--- src/design/essc_defs.svh ---
// constants for the receive shaping and spread clocking configuration block
// assumes inclusion by bare name from the design module
`ifndef ESSC_DEFS_SVH
`define ESSC_DEFS_SVH

// register offsets
`define ESSC_OFS_CONFIG_1 8'h00
`define ESSC_OFS_SHAPING 8'h03

// config 1 fields
`define ESSC_LF_BIT 7
`define ESSC_SLEEP_BIT 1
`define ESSC_REGCTL_BIT 0

// shaping fields
`define ESSC_GAIN_HI 7
`define ESSC_GAIN_LO 5
`define ESSC_BOOST_ON_BIT 4
`define ESSC_SPREAD_HI 2
`define ESSC_SPREAD_LO 0

// reset values
`define ESSC_CONFIG_1_RST 8'h00
`define ESSC_SHAPING_RST 8'h00

// bus addresses chosen by the id strap
`define ESSC_ADDR_ID0 7'h71
`define ESSC_ADDR_ID1 7'h72
`define ESSC_ADDR_ID2 7'h73
`define ESSC_ADDR_ID3 7'h76

// modulation divisors of the pixel clock
`define ESSC_DIV_HF_LOW 12'h878
`define ESSC_DIV_HF_HIGH 12'h514
`define ESSC_DIV_LF_LOW 12'h271
`define ESSC_DIV_LF_HIGH 12'h181

// bits in a serial byte
`define ESSC_BYTE_BITS 4'h8

`endif

--- src/design/essc_pkg.sv ---
// types for the receive shaping and spread clocking configuration block
// assumes essc_defs.svh is on the include path
package essc_pkg;

    typedef enum logic [8:0] {
        ESSC_IDLE = 9'h001,
        ESSC_ADDR = 9'h002,
        ESSC_AACK = 9'h004,
        ESSC_PTR = 9'h008,
        ESSC_PACK = 9'h010,
        ESSC_WR = 9'h020,
        ESSC_WACK = 9'h040,
        ESSC_RD = 9'h080,
        ESSC_RACK = 9'h100
    } essc_state_t;

endpackage

--- src/design/essc_config.sv ---
// receive shaping and spread clocking configuration with its two-wire serial slave
// assumes scl, sda and all control pins are asynchronous; sda wire is resolved outside
`include "essc_defs.svh"
`timescale 1ns/100ps
`default_nettype none

module essc_config
    import essc_pkg::*;
(
    input wire logic sys_clk,
    input wire logic rst,
    input wire logic scl_in,
    input wire logic sda_in,
    output logic sda_out,
    output logic sda_oe,
    input wire logic power_down_inverted_input,
    input wire logic [1:0] bus_id_select,
    input wire logic [2:0] pin_boost_level,
    input wire logic pin_boost_on,
    input wire logic [2:0] pin_spread_select,
    input wire logic pin_low_freq,
    input wire logic rx_lock_raw,
    output logic [2:0] input_boost_level,
    output logic input_boost_on,
    output logic low_freq_range_select,
    output logic [2:0] spread_clocking_select,
    output logic spread_on,
    output logic [11:0] spread_divisor,
    output logic sleep_mode,
    output logic link_lock
);

    // ****************************************
    // functions
    // ****************************************
    function automatic logic [6:0] addr_of(input logic [1:0] id);
        case (id)
            2'h0: addr_of = `ESSC_ADDR_ID0;
            2'h1: addr_of = `ESSC_ADDR_ID1;
            2'h2: addr_of = `ESSC_ADDR_ID2;
            default: addr_of = `ESSC_ADDR_ID3;
        endcase
    endfunction

    // returns {enable, divisor}
    function automatic logic [12:0] spread_decode(input logic lf, input logic [2:0] code);
        if (code == 3'h0) begin
            spread_decode = 13'h0000;
        end else if (!lf) begin
            spread_decode = {1'b1, (code <= 3'h4) ? `ESSC_DIV_HF_LOW : `ESSC_DIV_HF_HIGH};
        end else begin
            // code 7 with the low range has no setting; it falls into the 385 group
            spread_decode = {1'b1, (code <= 3'h4) ? `ESSC_DIV_LF_LOW : `ESSC_DIV_LF_HIGH};
        end
    endfunction

    // ****************************************
    // input synchronisers
    // ****************************************
    logic [13:0] sync1_reg;
    logic [13:0] sync2_reg;
    logic scl_prev_reg;
    logic sda_prev_reg;
    logic [13:0] pins_raw;
    assign pins_raw = {scl_in, sda_in, power_down_inverted_input, bus_id_select, pin_boost_level,
                       pin_boost_on, pin_spread_select, pin_low_freq, rx_lock_raw};

    always_ff @(posedge sys_clk) begin
        if (rst) begin
            sync1_reg <= 14'h3000;
            sync2_reg <= 14'h3000;
            scl_prev_reg <= 1'b1;
            sda_prev_reg <= 1'b1;
        end else begin
            sync1_reg <= pins_raw;
            sync2_reg <= sync1_reg;
            scl_prev_reg <= sync2_reg[13];
            sda_prev_reg <= sync2_reg[12];
        end
    end

    logic scl_s, sda_s, pdb_s, pin_on_s, pin_lf_s, lock_s;
    logic [1:0] id_s;
    logic [2:0] pin_lvl_s, pin_ss_s;
    assign scl_s = sync2_reg[13];
    assign sda_s = sync2_reg[12];
    assign pdb_s = sync2_reg[11];
    assign id_s = sync2_reg[10:9];
    assign pin_lvl_s = sync2_reg[8:6];
    assign pin_on_s = sync2_reg[5];
    assign pin_ss_s = sync2_reg[4:2];
    assign pin_lf_s = sync2_reg[1];
    assign lock_s = sync2_reg[0];

    logic scl_rise, scl_fall, bus_start, bus_stop;
    assign scl_rise = scl_s && !scl_prev_reg;
    assign scl_fall = !scl_s && scl_prev_reg;
    assign bus_start = scl_s && scl_prev_reg && sda_prev_reg && !sda_s;
    assign bus_stop = scl_s && scl_prev_reg && !sda_prev_reg && sda_s;

    // ****************************************
    // serial slave and registers
    // ****************************************
    essc_state_t state_reg, state_next;
    logic [7:0] shift_reg, shift_next;
    logic [3:0] cnt_reg, cnt_next;
    logic [7:0] ptr_reg, ptr_next;
    logic rw_reg, rw_next;
    logic oe_reg, oe_next;
    logic [7:0] cfg1_reg, cfg1_next;
    logic [7:0] shaping_reg, shaping_next;
    logic [6:0] addr_reg, addr_next;
    logic addr_held_reg, addr_held_next;
    logic [7:0] rd_data;

    always_comb begin
        case (ptr_reg)
            `ESSC_OFS_CONFIG_1: rd_data = cfg1_reg;
            `ESSC_OFS_SHAPING: rd_data = shaping_reg;
            default: rd_data = 8'h00;
        endcase
    end

    always_comb begin
        state_next = state_reg;
        shift_next = shift_reg;
        cnt_next = cnt_reg;
        ptr_next = ptr_reg;
        rw_next = rw_reg;
        oe_next = oe_reg;
        cfg1_next = cfg1_reg;
        shaping_next = shaping_reg;
        addr_next = addr_reg;
        addr_held_next = addr_held_reg;
        // strap tracked while power-down is held low, frozen at its release
        if (!addr_held_reg) begin
            addr_next = addr_of(id_s);
            addr_held_next = pdb_s;
        end
        if (bus_start) begin
            state_next = ESSC_ADDR;
            cnt_next = 4'h0;
            oe_next = 1'b0;
        end else if (bus_stop) begin
            state_next = ESSC_IDLE;
            oe_next = 1'b0;
        end else if (scl_rise) begin
            case (state_reg)
                ESSC_ADDR, ESSC_PTR, ESSC_WR: begin
                    shift_next = {shift_reg[6:0], sda_s};
                    cnt_next = cnt_reg + 4'h1;
                end
                ESSC_RACK: begin
                    if (sda_s) begin
                        state_next = ESSC_IDLE;
                    end
                end
                default: begin
                end
            endcase
        end else if (scl_fall) begin
            case (state_reg)
                ESSC_ADDR: begin
                    if (cnt_reg == `ESSC_BYTE_BITS) begin
                        if (shift_reg[7:1] == addr_reg && addr_held_reg) begin
                            state_next = ESSC_AACK;
                            rw_next = shift_reg[0];
                            oe_next = 1'b1;
                        end else begin
                            state_next = ESSC_IDLE;
                        end
                    end
                end
                ESSC_AACK, ESSC_RACK: begin
                    cnt_next = 4'h0;
                    if (state_reg == ESSC_RACK) begin
                        ptr_next = ptr_reg + 8'h01;
                    end
                    if (rw_reg) begin
                        state_next = ESSC_RD;
                        shift_next = (state_reg == ESSC_RACK) ?
                            ((ptr_reg == 8'h02) ? shaping_reg : (ptr_reg == 8'hff) ? cfg1_reg : 8'h00) : rd_data;
                        oe_next = !((state_reg == ESSC_RACK) ?
                            ((ptr_reg == 8'h02) ? shaping_reg[7] : (ptr_reg == 8'hff) ? cfg1_reg[7] : 1'b0) :
                            rd_data[7]);
                    end else begin
                        state_next = ESSC_PTR;
                        oe_next = 1'b0;
                    end
                end
                ESSC_PTR, ESSC_WR: begin
                    if (cnt_reg == `ESSC_BYTE_BITS) begin
                        state_next = (state_reg == ESSC_PTR) ? ESSC_PACK : ESSC_WACK;
                        oe_next = 1'b1;
                        if (state_reg == ESSC_PTR) begin
                            ptr_next = shift_reg;
                        end else if (ptr_reg == `ESSC_OFS_CONFIG_1) begin
                            cfg1_next = shift_reg;
                        end else if (ptr_reg == `ESSC_OFS_SHAPING) begin
                            shaping_next = shift_reg;
                        end
                    end
                end
                ESSC_PACK, ESSC_WACK: begin
                    if (state_reg == ESSC_WACK) begin
                        ptr_next = ptr_reg + 8'h01;
                    end
                    state_next = ESSC_WR;
                    cnt_next = 4'h0;
                    oe_next = 1'b0;
                end
                ESSC_RD: begin
                    cnt_next = cnt_reg + 4'h1;
                    if (cnt_reg == 4'h7) begin
                        state_next = ESSC_RACK;
                        oe_next = 1'b0;
                    end else begin
                        shift_next = {shift_reg[6:0], 1'b0};
                        oe_next = !shift_reg[6];
                    end
                end
                default: begin
                end
            endcase
        end
    end

    always_ff @(posedge sys_clk) begin
        if (rst) begin
            state_reg <= ESSC_IDLE;
            shift_reg <= 8'h00;
            cnt_reg <= 4'h0;
            ptr_reg <= 8'h00;
            rw_reg <= 1'b0;
            oe_reg <= 1'b0;
            cfg1_reg <= `ESSC_CONFIG_1_RST;
            shaping_reg <= `ESSC_SHAPING_RST;
            addr_reg <= `ESSC_ADDR_ID3;
            addr_held_reg <= 1'b0;
        end else begin
            state_reg <= state_next;
            shift_reg <= shift_next;
            cnt_reg <= cnt_next;
            ptr_reg <= ptr_next;
            rw_reg <= rw_next;
            oe_reg <= oe_next;
            cfg1_reg <= cfg1_next;
            shaping_reg <= shaping_next;
            addr_reg <= addr_next;
            addr_held_reg <= addr_held_next;
        end
    end

    assign sda_out = 1'b0;
    assign sda_oe = oe_reg;

    // ****************************************
    // effective configuration
    // ****************************************
    logic reg_mode, eff_lf, eff_on;
    logic [2:0] eff_lvl, eff_ss;
    logic [12:0] ss_dec;
    assign reg_mode = cfg1_reg[`ESSC_REGCTL_BIT];
    assign eff_lf = reg_mode ? cfg1_reg[`ESSC_LF_BIT] : pin_lf_s;
    assign eff_on = reg_mode ? shaping_reg[`ESSC_BOOST_ON_BIT] : pin_on_s;
    assign eff_lvl = reg_mode ? shaping_reg[`ESSC_GAIN_HI:`ESSC_GAIN_LO] : pin_lvl_s;
    assign eff_ss = reg_mode ? shaping_reg[`ESSC_SPREAD_HI:`ESSC_SPREAD_LO] : pin_ss_s;
    assign ss_dec = spread_decode(eff_lf, eff_ss);

    logic [22:0] out_reg, out_next;
    always_comb begin
        out_next = {eff_on ? eff_lvl : 3'h0, eff_on, eff_lf, eff_ss, ss_dec,
                    reg_mode & cfg1_reg[`ESSC_SLEEP_BIT], lock_s};
    end

    always_ff @(posedge sys_clk) begin
        if (rst) begin
            out_reg <= 23'h000000;
        end else begin
            out_reg <= out_next;
        end
    end

    assign {input_boost_level, input_boost_on, low_freq_range_select, spread_clocking_select,
            spread_on, spread_divisor, sleep_mode, link_lock} = out_reg;

    // ****************************************
    // assertions
    // ****************************************
    boost_level_a: assert property (@(posedge sys_clk) disable iff (rst)
        (reg_mode && shaping_reg[4]) |=> input_boost_level == $past(shaping_reg[7:5]))
        else $error("boost level does not follow register");
    boost_off_a: assert property (@(posedge sys_clk) disable iff (rst)
        !eff_on |=> (!input_boost_on && input_boost_level == 3'h0))
        else $error("boost level applied while disabled");
    spread_high_a: assert property (@(posedge sys_clk) disable iff (rst)
        (!eff_lf && eff_ss >= 3'h5) |=> (spread_on && spread_divisor == 12'h514))
        else $error("high range divisor wrong");
    spread_off_a: assert property (@(posedge sys_clk) disable iff (rst)
        (eff_ss == 3'h0) |=> !spread_on)
        else $error("spreading not off for code zero");
    spread_low_a: assert property (@(posedge sys_clk) disable iff (rst)
        (eff_lf && eff_ss != 3'h0 && eff_ss <= 3'h4) |=> spread_divisor == 12'h271)
        else $error("low range divisor wrong");
    range_select_a: assert property (@(posedge sys_clk) disable iff (rst)
        reg_mode |=> low_freq_range_select == $past(cfg1_reg[7]))
        else $error("range select does not follow register");
    pin_mode_a: assert property (@(posedge sys_clk) disable iff (rst)
        !reg_mode |=> spread_clocking_select == $past(sync2_reg[4:2]))
        else $error("pin mode not taken from pins");
    lock_follow_a: assert property (@(posedge sys_clk) disable iff (rst)
        ($past(rst, 3) == 1'b0 && $past(rst, 1) == 1'b0) |-> link_lock == $past(rx_lock_raw, 3))
        else $error("lock status late or wrong");

    reg_write_c: cover property (@(posedge sys_clk) disable iff (rst) state_reg == ESSC_WACK);
    reg_read_c: cover property (@(posedge sys_clk) disable iff (rst) state_reg == ESSC_RACK);
    lf_spread_c: cover property (@(posedge sys_clk) disable iff (rst) low_freq_range_select && spread_on);

endmodule

`default_nettype wire

--- config.mk ---
export PLATFORM = sky130hd
export DESIGN_NAME = essc_config
export DESIGN_NICKNAME = d
export VERILOG_FILES = /design/src/design/essc_pkg.sv /design/src/design/essc_config.sv
export VERILOG_INCLUDE_DIRS = /design/src /design/src/design
export SDC_FILE = /design/constraint.sdc
export NUM_CORES = 1
export LEC_CHECK = 0
export BUFFER_PORTS_ARGS = -buffer_cell sky130_fd_sc_hd__buf_2
export CELL_PAD_IN_SITES_DETAIL_PLACEMENT = 0
export CELL_PAD_IN_SITES_GLOBAL_PLACEMENT = 1
export CORE_ASPECT_RATIO = 0.7
export CORE_MARGIN = 1
export CORE_UTILIZATION = 49
export CTS_CLUSTER_SIZE = 12
export DETAILED_ROUTE_END_ITERATION = 16
export PLACE_DENSITY_LB_ADDON = 0.1
export SLEW_MARGIN = 20
export SYNTH_ARGS = -nofsm -noshare
export SYNTH_HDL_FRONTEND = slang
export SYNTH_SLANG_ARGS = --single-unit
--- constraint.sdc ---
create_clock -name sys_clk -period 3.6 [get_ports sys_clk]
set_input_delay 0.36 -clock sys_clk [delete_from_list [all_inputs] [get_ports sys_clk]]
set_output_delay 0.36 -clock sys_clk [all_outputs]
set_load 0.05 [all_outputs]
# ---- After elaboration in Yosys (flattened, before gate mapping)
# Index checks and enable logic that the tools add are counted.
# Widths: inputs -> output; s select.
dict set report op_classes {
  addsub 2
  order_cmp 1
  n_eq_ne 35
  muxes 50
  n_bitwise 7
  n_reduce_logical 43
}
# operator n
set op_table {}
lappend op_table {{$mux 8} 13}
lappend op_table {{$mux 9} 7}
lappend op_table {{$pmux 9 s5} 1}
lappend op_table {{$pmux 8 s2} 2}
lappend op_table {{$reduce_and 7->1} 4}
lappend op_table {{$mux 12} 2}
lappend op_table {{$pmux 8 s3} 1}
lappend op_table {{$reduce_and 9->1} 2}
lappend op_table {{$eq 8x2->1 const B} 2}
lappend op_table {{$ne 3x3->1 const B} 5}
lappend op_table {{$ne 5x5->1 const B} 3}
lappend op_table {{$ne 2x2->1 const B} 7}
lappend op_table {{$mux 4} 3}
lappend op_table {{$reduce_or 2->1} 6}
lappend op_table {{$mux 1} 11}
lappend op_table {{$mux 10} 1}
lappend op_table {{$eq 9x2->1 const B} 1}
lappend op_table {{$eq 9x3->1 const B} 1}
lappend op_table {{$eq 9x4->1 const B} 1}
lappend op_table {{$eq 9x5->1 const B} 1}
lappend op_table {{$eq 9x6->1 const B} 1}
lappend op_table {{$eq 9x7->1 const B} 1}
lappend op_table {{$eq 9x8->1 const B} 1}
lappend op_table {{$eq 9x9->1 const B} 1}
lappend op_table {{other kinds (36)} 60}
dict set report totals {
  regBits 108
  input_bits 16
  output_inout_bits 25
  elab_cells 156
}

# ---- Logic depth before layout (Yosys ltp)
dict set report depth {
  word_depth 9
  depth_mapped 9
  mapped_depth_nobuf 8
}

# ---- Least setup slack after synthesis
# OpenSTA, ideal clock, no wires.
dict set report synth_path {
  kind {flip-flop to flip-flop}
  start {register state_reg[4]}
  end {register cfg1_reg[0]}
  setup_ns 0.128
  arrival_time_ns 2.302
  required_time_ns 3.472
  path_slack_ns 1.171
  path_stages_with_launch 7
  synth_period_minus_slack_ns 2.429
  path_cell_list {dfxtp_1 or4_4 or4_1 nor4b_2 nand2_1 mux2i_1 nor2_1}
}
dict set report synth_via {
  elab_chain_len 3
}
# item line
set synth_rtl {}
lappend synth_rtl {{start, declared} essc_config.sv:104} ;# essc_state_t state_reg, state_next;
lappend synth_rtl {{start signal, assigned} essc_config.sv:241} ;# state_reg <= state_next;
lappend synth_rtl {{$eq 9x4->1 / $eq 9x6->1 (equally long branches)} {essc_config.sv:162, essc_config.sv:195}}
lappend synth_rtl {{$reduce_or 2->1 / $not 1->1 (equally long branches)} n/a}
lappend synth_rtl {{$reduce_and 8->1 (no line) *} n/a}
lappend synth_rtl {{end signal, assigned} essc_config.sv:236} ;# cfg1_reg <= `ESSC_CONFIG_1_RST;
lappend synth_rtl {{end signal, assigned} essc_config.sv:247} ;# cfg1_reg <= cfg1_next;
lappend synth_rtl {{end, declared} essc_config.sv:110} ;# logic [7:0] cfg1_reg, cfg1_next;
# Every way passes the cells marked *; elsewhere a longest branch is shown, timed or not.
# A chain may end at the register's enable or synchronous reset.

# ---- Worst setup path after layout
dict set report layout_path {
  start {register state_reg[8]}
  end {register state_reg[3]}
}
dict set report layout_via {
  elab_chain_len 5
}
# item line
set layout_rtl {}
lappend layout_rtl {{$eq 9x7->1 (tied with other cells)} essc_config.sv:162} ;# case (state_reg)
lappend layout_rtl {{$reduce_or 2->1} essc_config.sv:162}
lappend layout_rtl {{$pmux 9 s5} essc_config.sv:162}
lappend layout_rtl {{$mux 9} essc_config.sv:161} ;# end else if (scl_fall) begin
lappend layout_rtl {{$mux 9} essc_config.sv:147} ;# end else if (scl_rise) begin
# Several ways; a longest one is shown, not always the timed one. The select of a mux whose other input is x is not followed.

==> metrics.yaml <==
tns_ns: 0
outcome: "complete, no violations"
antenna_found_initial: 0
powerDensity_nw_per_um2: 453
syn-instance-count: 498
post_cts_resized: 0
synth_area_um2: 4520
worstSetupPathType: "flip-flop to flip-flop"
ys.warnings.count: 0
dp.cells: 628
r2r-end: "state_reg[3]"
grt_max_degree: 59
fin_total_pwr_mw: 2.29
rsz0062_at_grt: "no"
stdcell_count: 644
fp.dieH_um: 82.4
fill_cells: 811
grt_usage_pct: 24.0
clock_sinks: 100
hold_viol: 0
grt_pass1_wl_um: 17100
initial_utilization_pct: 52.1
gp_congestion: 0.908
hold_slack_ns: 0.184
n_antenna_cell: 0
numCtsBuffers: 9
synthFlopType: "dfxtp_1"
synth.top_cells.by_count: "100 x dfxtp_1, 61 x nor2_1, 34 x a21oi_1, 31 x nor2b_1, 28 x mux2i_1"
cts_htree_levels: 3
place.port_buffers: 38
worstHoldPathType: "input port to flip-flop"
routed_wl_um: 10700
endpoint_kind: "flip-flop"
wl_per_cell_um: 16.6
coreArea_um2: 8690
postLayoutCoreUtil_pct: 58.3
post-dp-hpwl_um: 7230
drt_iter0_drc: 305
die_w_um: 117
hp-start: "sda_in"
drv_cap: 0
reg2reg_depth: 7
io_pins: 41
maxSlewHeadroom_pct: 37.0
finClkSkew_ns: 0.0112
crit_fanout: 18
hold_depth: 2
synth_edf_count: 0
synth.avg_cell_area_um2: 9.09
synth_seq_cells: 100
fin_crit_sh_pct: 83.7
cp.arrival_ns: 3.29
cts_hold_buf: 0
clk_latency_ns: 0.35
ir_drop_v: 0.000364
synth.top_cell.area_share_pct: 44.2
layout_setup_ws_ns: 0.588
setup_violations: 0
yosys-top-cells-area: "dfxtp_1 44%, mux2i_1 6.2%, nor2_1 5.1%"
dpl-instance-area_um2: 4750
grt_pass1_vias: 3241
hold_path_end: "sync1_reg[12]"
largest_reg_flops: 19
yosys.cell_count.top_type: "dfxtp_1"
cts-root-buf: "clkbuf_16"
area_growth_pct: 11.9
ant_nets: 0
finalNetCount: 543
drc: 0
cts_buffer_depth: 2
overflow: 0
yosysUniqueCellTypes: 64
synthArstFlopShare_pct: 0
leakage_nw: 2.08
cts_tree: "done"
die_area_um2: 9630
worstMarginPinSlew_ns: 0.937
via_count: 3660
min_period_ns: 3.01
r2r_start: "state_reg[8]"
critical_path_required_ns: 3.88
row_count: 28
dr.pass1.iters: 5
rrSetupSlack_ns: 0.59
clkTransAtPathRegs_ns: 0.07
max_clock_freq_mhz: 332
avgViaCountPerCell: 5.68
ys_seq_area_share_pct: 44.2
layout-drive-gt1-share_pct: 16.2
cts_setup_buffers: 0
synth_top_cell_by_area: "dfxtp_1"
drv_slew: 0
fin_area_um2: 5060
place_ws_ns: 0.660
cp-start-kind: "flip-flop"
-- cells in the final DEF, fill, tap and decap left out, types with 3 or more instances in the layout --
| master | instances |
|---|---|
| dfxtp_1 | 100 |
| nor2_1 | 61 |
| buf_2 | 38 |
| a21oi_1 | 34 |
| nor2b_1 | 31 |
| mux2i_1 | 28 |
| nand2_1 | 22 |
| nor3_1 | 17 |
| a211oi_1 | 15 |
| inv_1 | 12 |
| o21ai_0 | 11 |
| or2_2 | 10 |
| nand3_1 | 9 |
| clkbuf_16 | 9 |
| ha_1 | 8 |
| xor2_1 | 7 |
| a32oi_1 | 7 |
| a22o_1 | 7 |
| buf_4 | 7 |
| or3_1 | 6 |
| nand4_1 | 5 |
| nand2b_1 | 5 |
| or4_1 | 4 |
| o21a_1 | 4 |
| nor3b_1 | 4 |
| nor4_1 | 3 |
| nor4b_1 | 3 |
| and3_1 | 3 |
-- per-layer routing --
layer	part of all wire, %	wire length (um)	up-vias	track usage (%)
met5	0	0	-	0
met3	6.7	719	13	7.30
li1	-	-	1804	-
met1	53	5700	1728	36.8
met2	39	4180	115	31.3
met4	0.97	104	0	7.09
-- kinds of logic after synthesis --
family	share of synthesized area (%)
AND/OR/NAND/NOR	23.8
buffers and inverters	4.92
adder cells (fa/ha/maj)	2.21
other	0.0829
AO/OA/AOI/OAI	16.3
flip-flops	44.2
XOR/XNOR	1.74
multiplexers	6.69
-- final cells by class --
class                           count  area (um^2)  share of cell area [%]
Clock buffer                       10          239                    4.72
Clock inverter                      6         77.6                    1.53
Inverter                           13         48.8                   0.964
Sequential cell                   100         2000                    39.5
Timing Repair Buffer               45          243                    4.79
Multi-Input combinational cell    350         2300                    45.5
Tap cell                          120          150                    2.97
-- critical path, stage by stage, from the launching register on --
cell and delay [ns]:
dfxtp_1 0.43, nor4_1 0.55, a41o_1 0.69, or4_1 0.34
o221ai_1 0.14, buf_4 0.21, or4_1 0.42, a21oi_1 0.15
-- power breakdown --
| group | switching, mW | total (mW) | internal [mW] |
|---|---|---|---|
| logic | 0.0824 | 0.120 | 0.0371 |
| registers | 0.0133 | 1.14 | 1.13 |
| clock network | 0.456 | 1.03 | 0.572 |
| total | 0.552 | 2.29 | 1.74 |
-- worst max-delay path by stage --
stage                      start           end  slack, ns  cells past startpoint
global placement    state_reg[8]  state_reg[3]       0.63                      7
detailed placement  state_reg[8]  state_reg[3]       0.66                      7
finish              state_reg[8]  state_reg[3]       0.59                      7
floorplan           state_reg[4]   cfg1_reg[0]       1.17                      6
CTS                 state_reg[8]  state_reg[3]       0.63                      7
global route        state_reg[8]  state_reg[3]       0.44                      7
No activity file was read; power rests on OpenSTA's default activity.
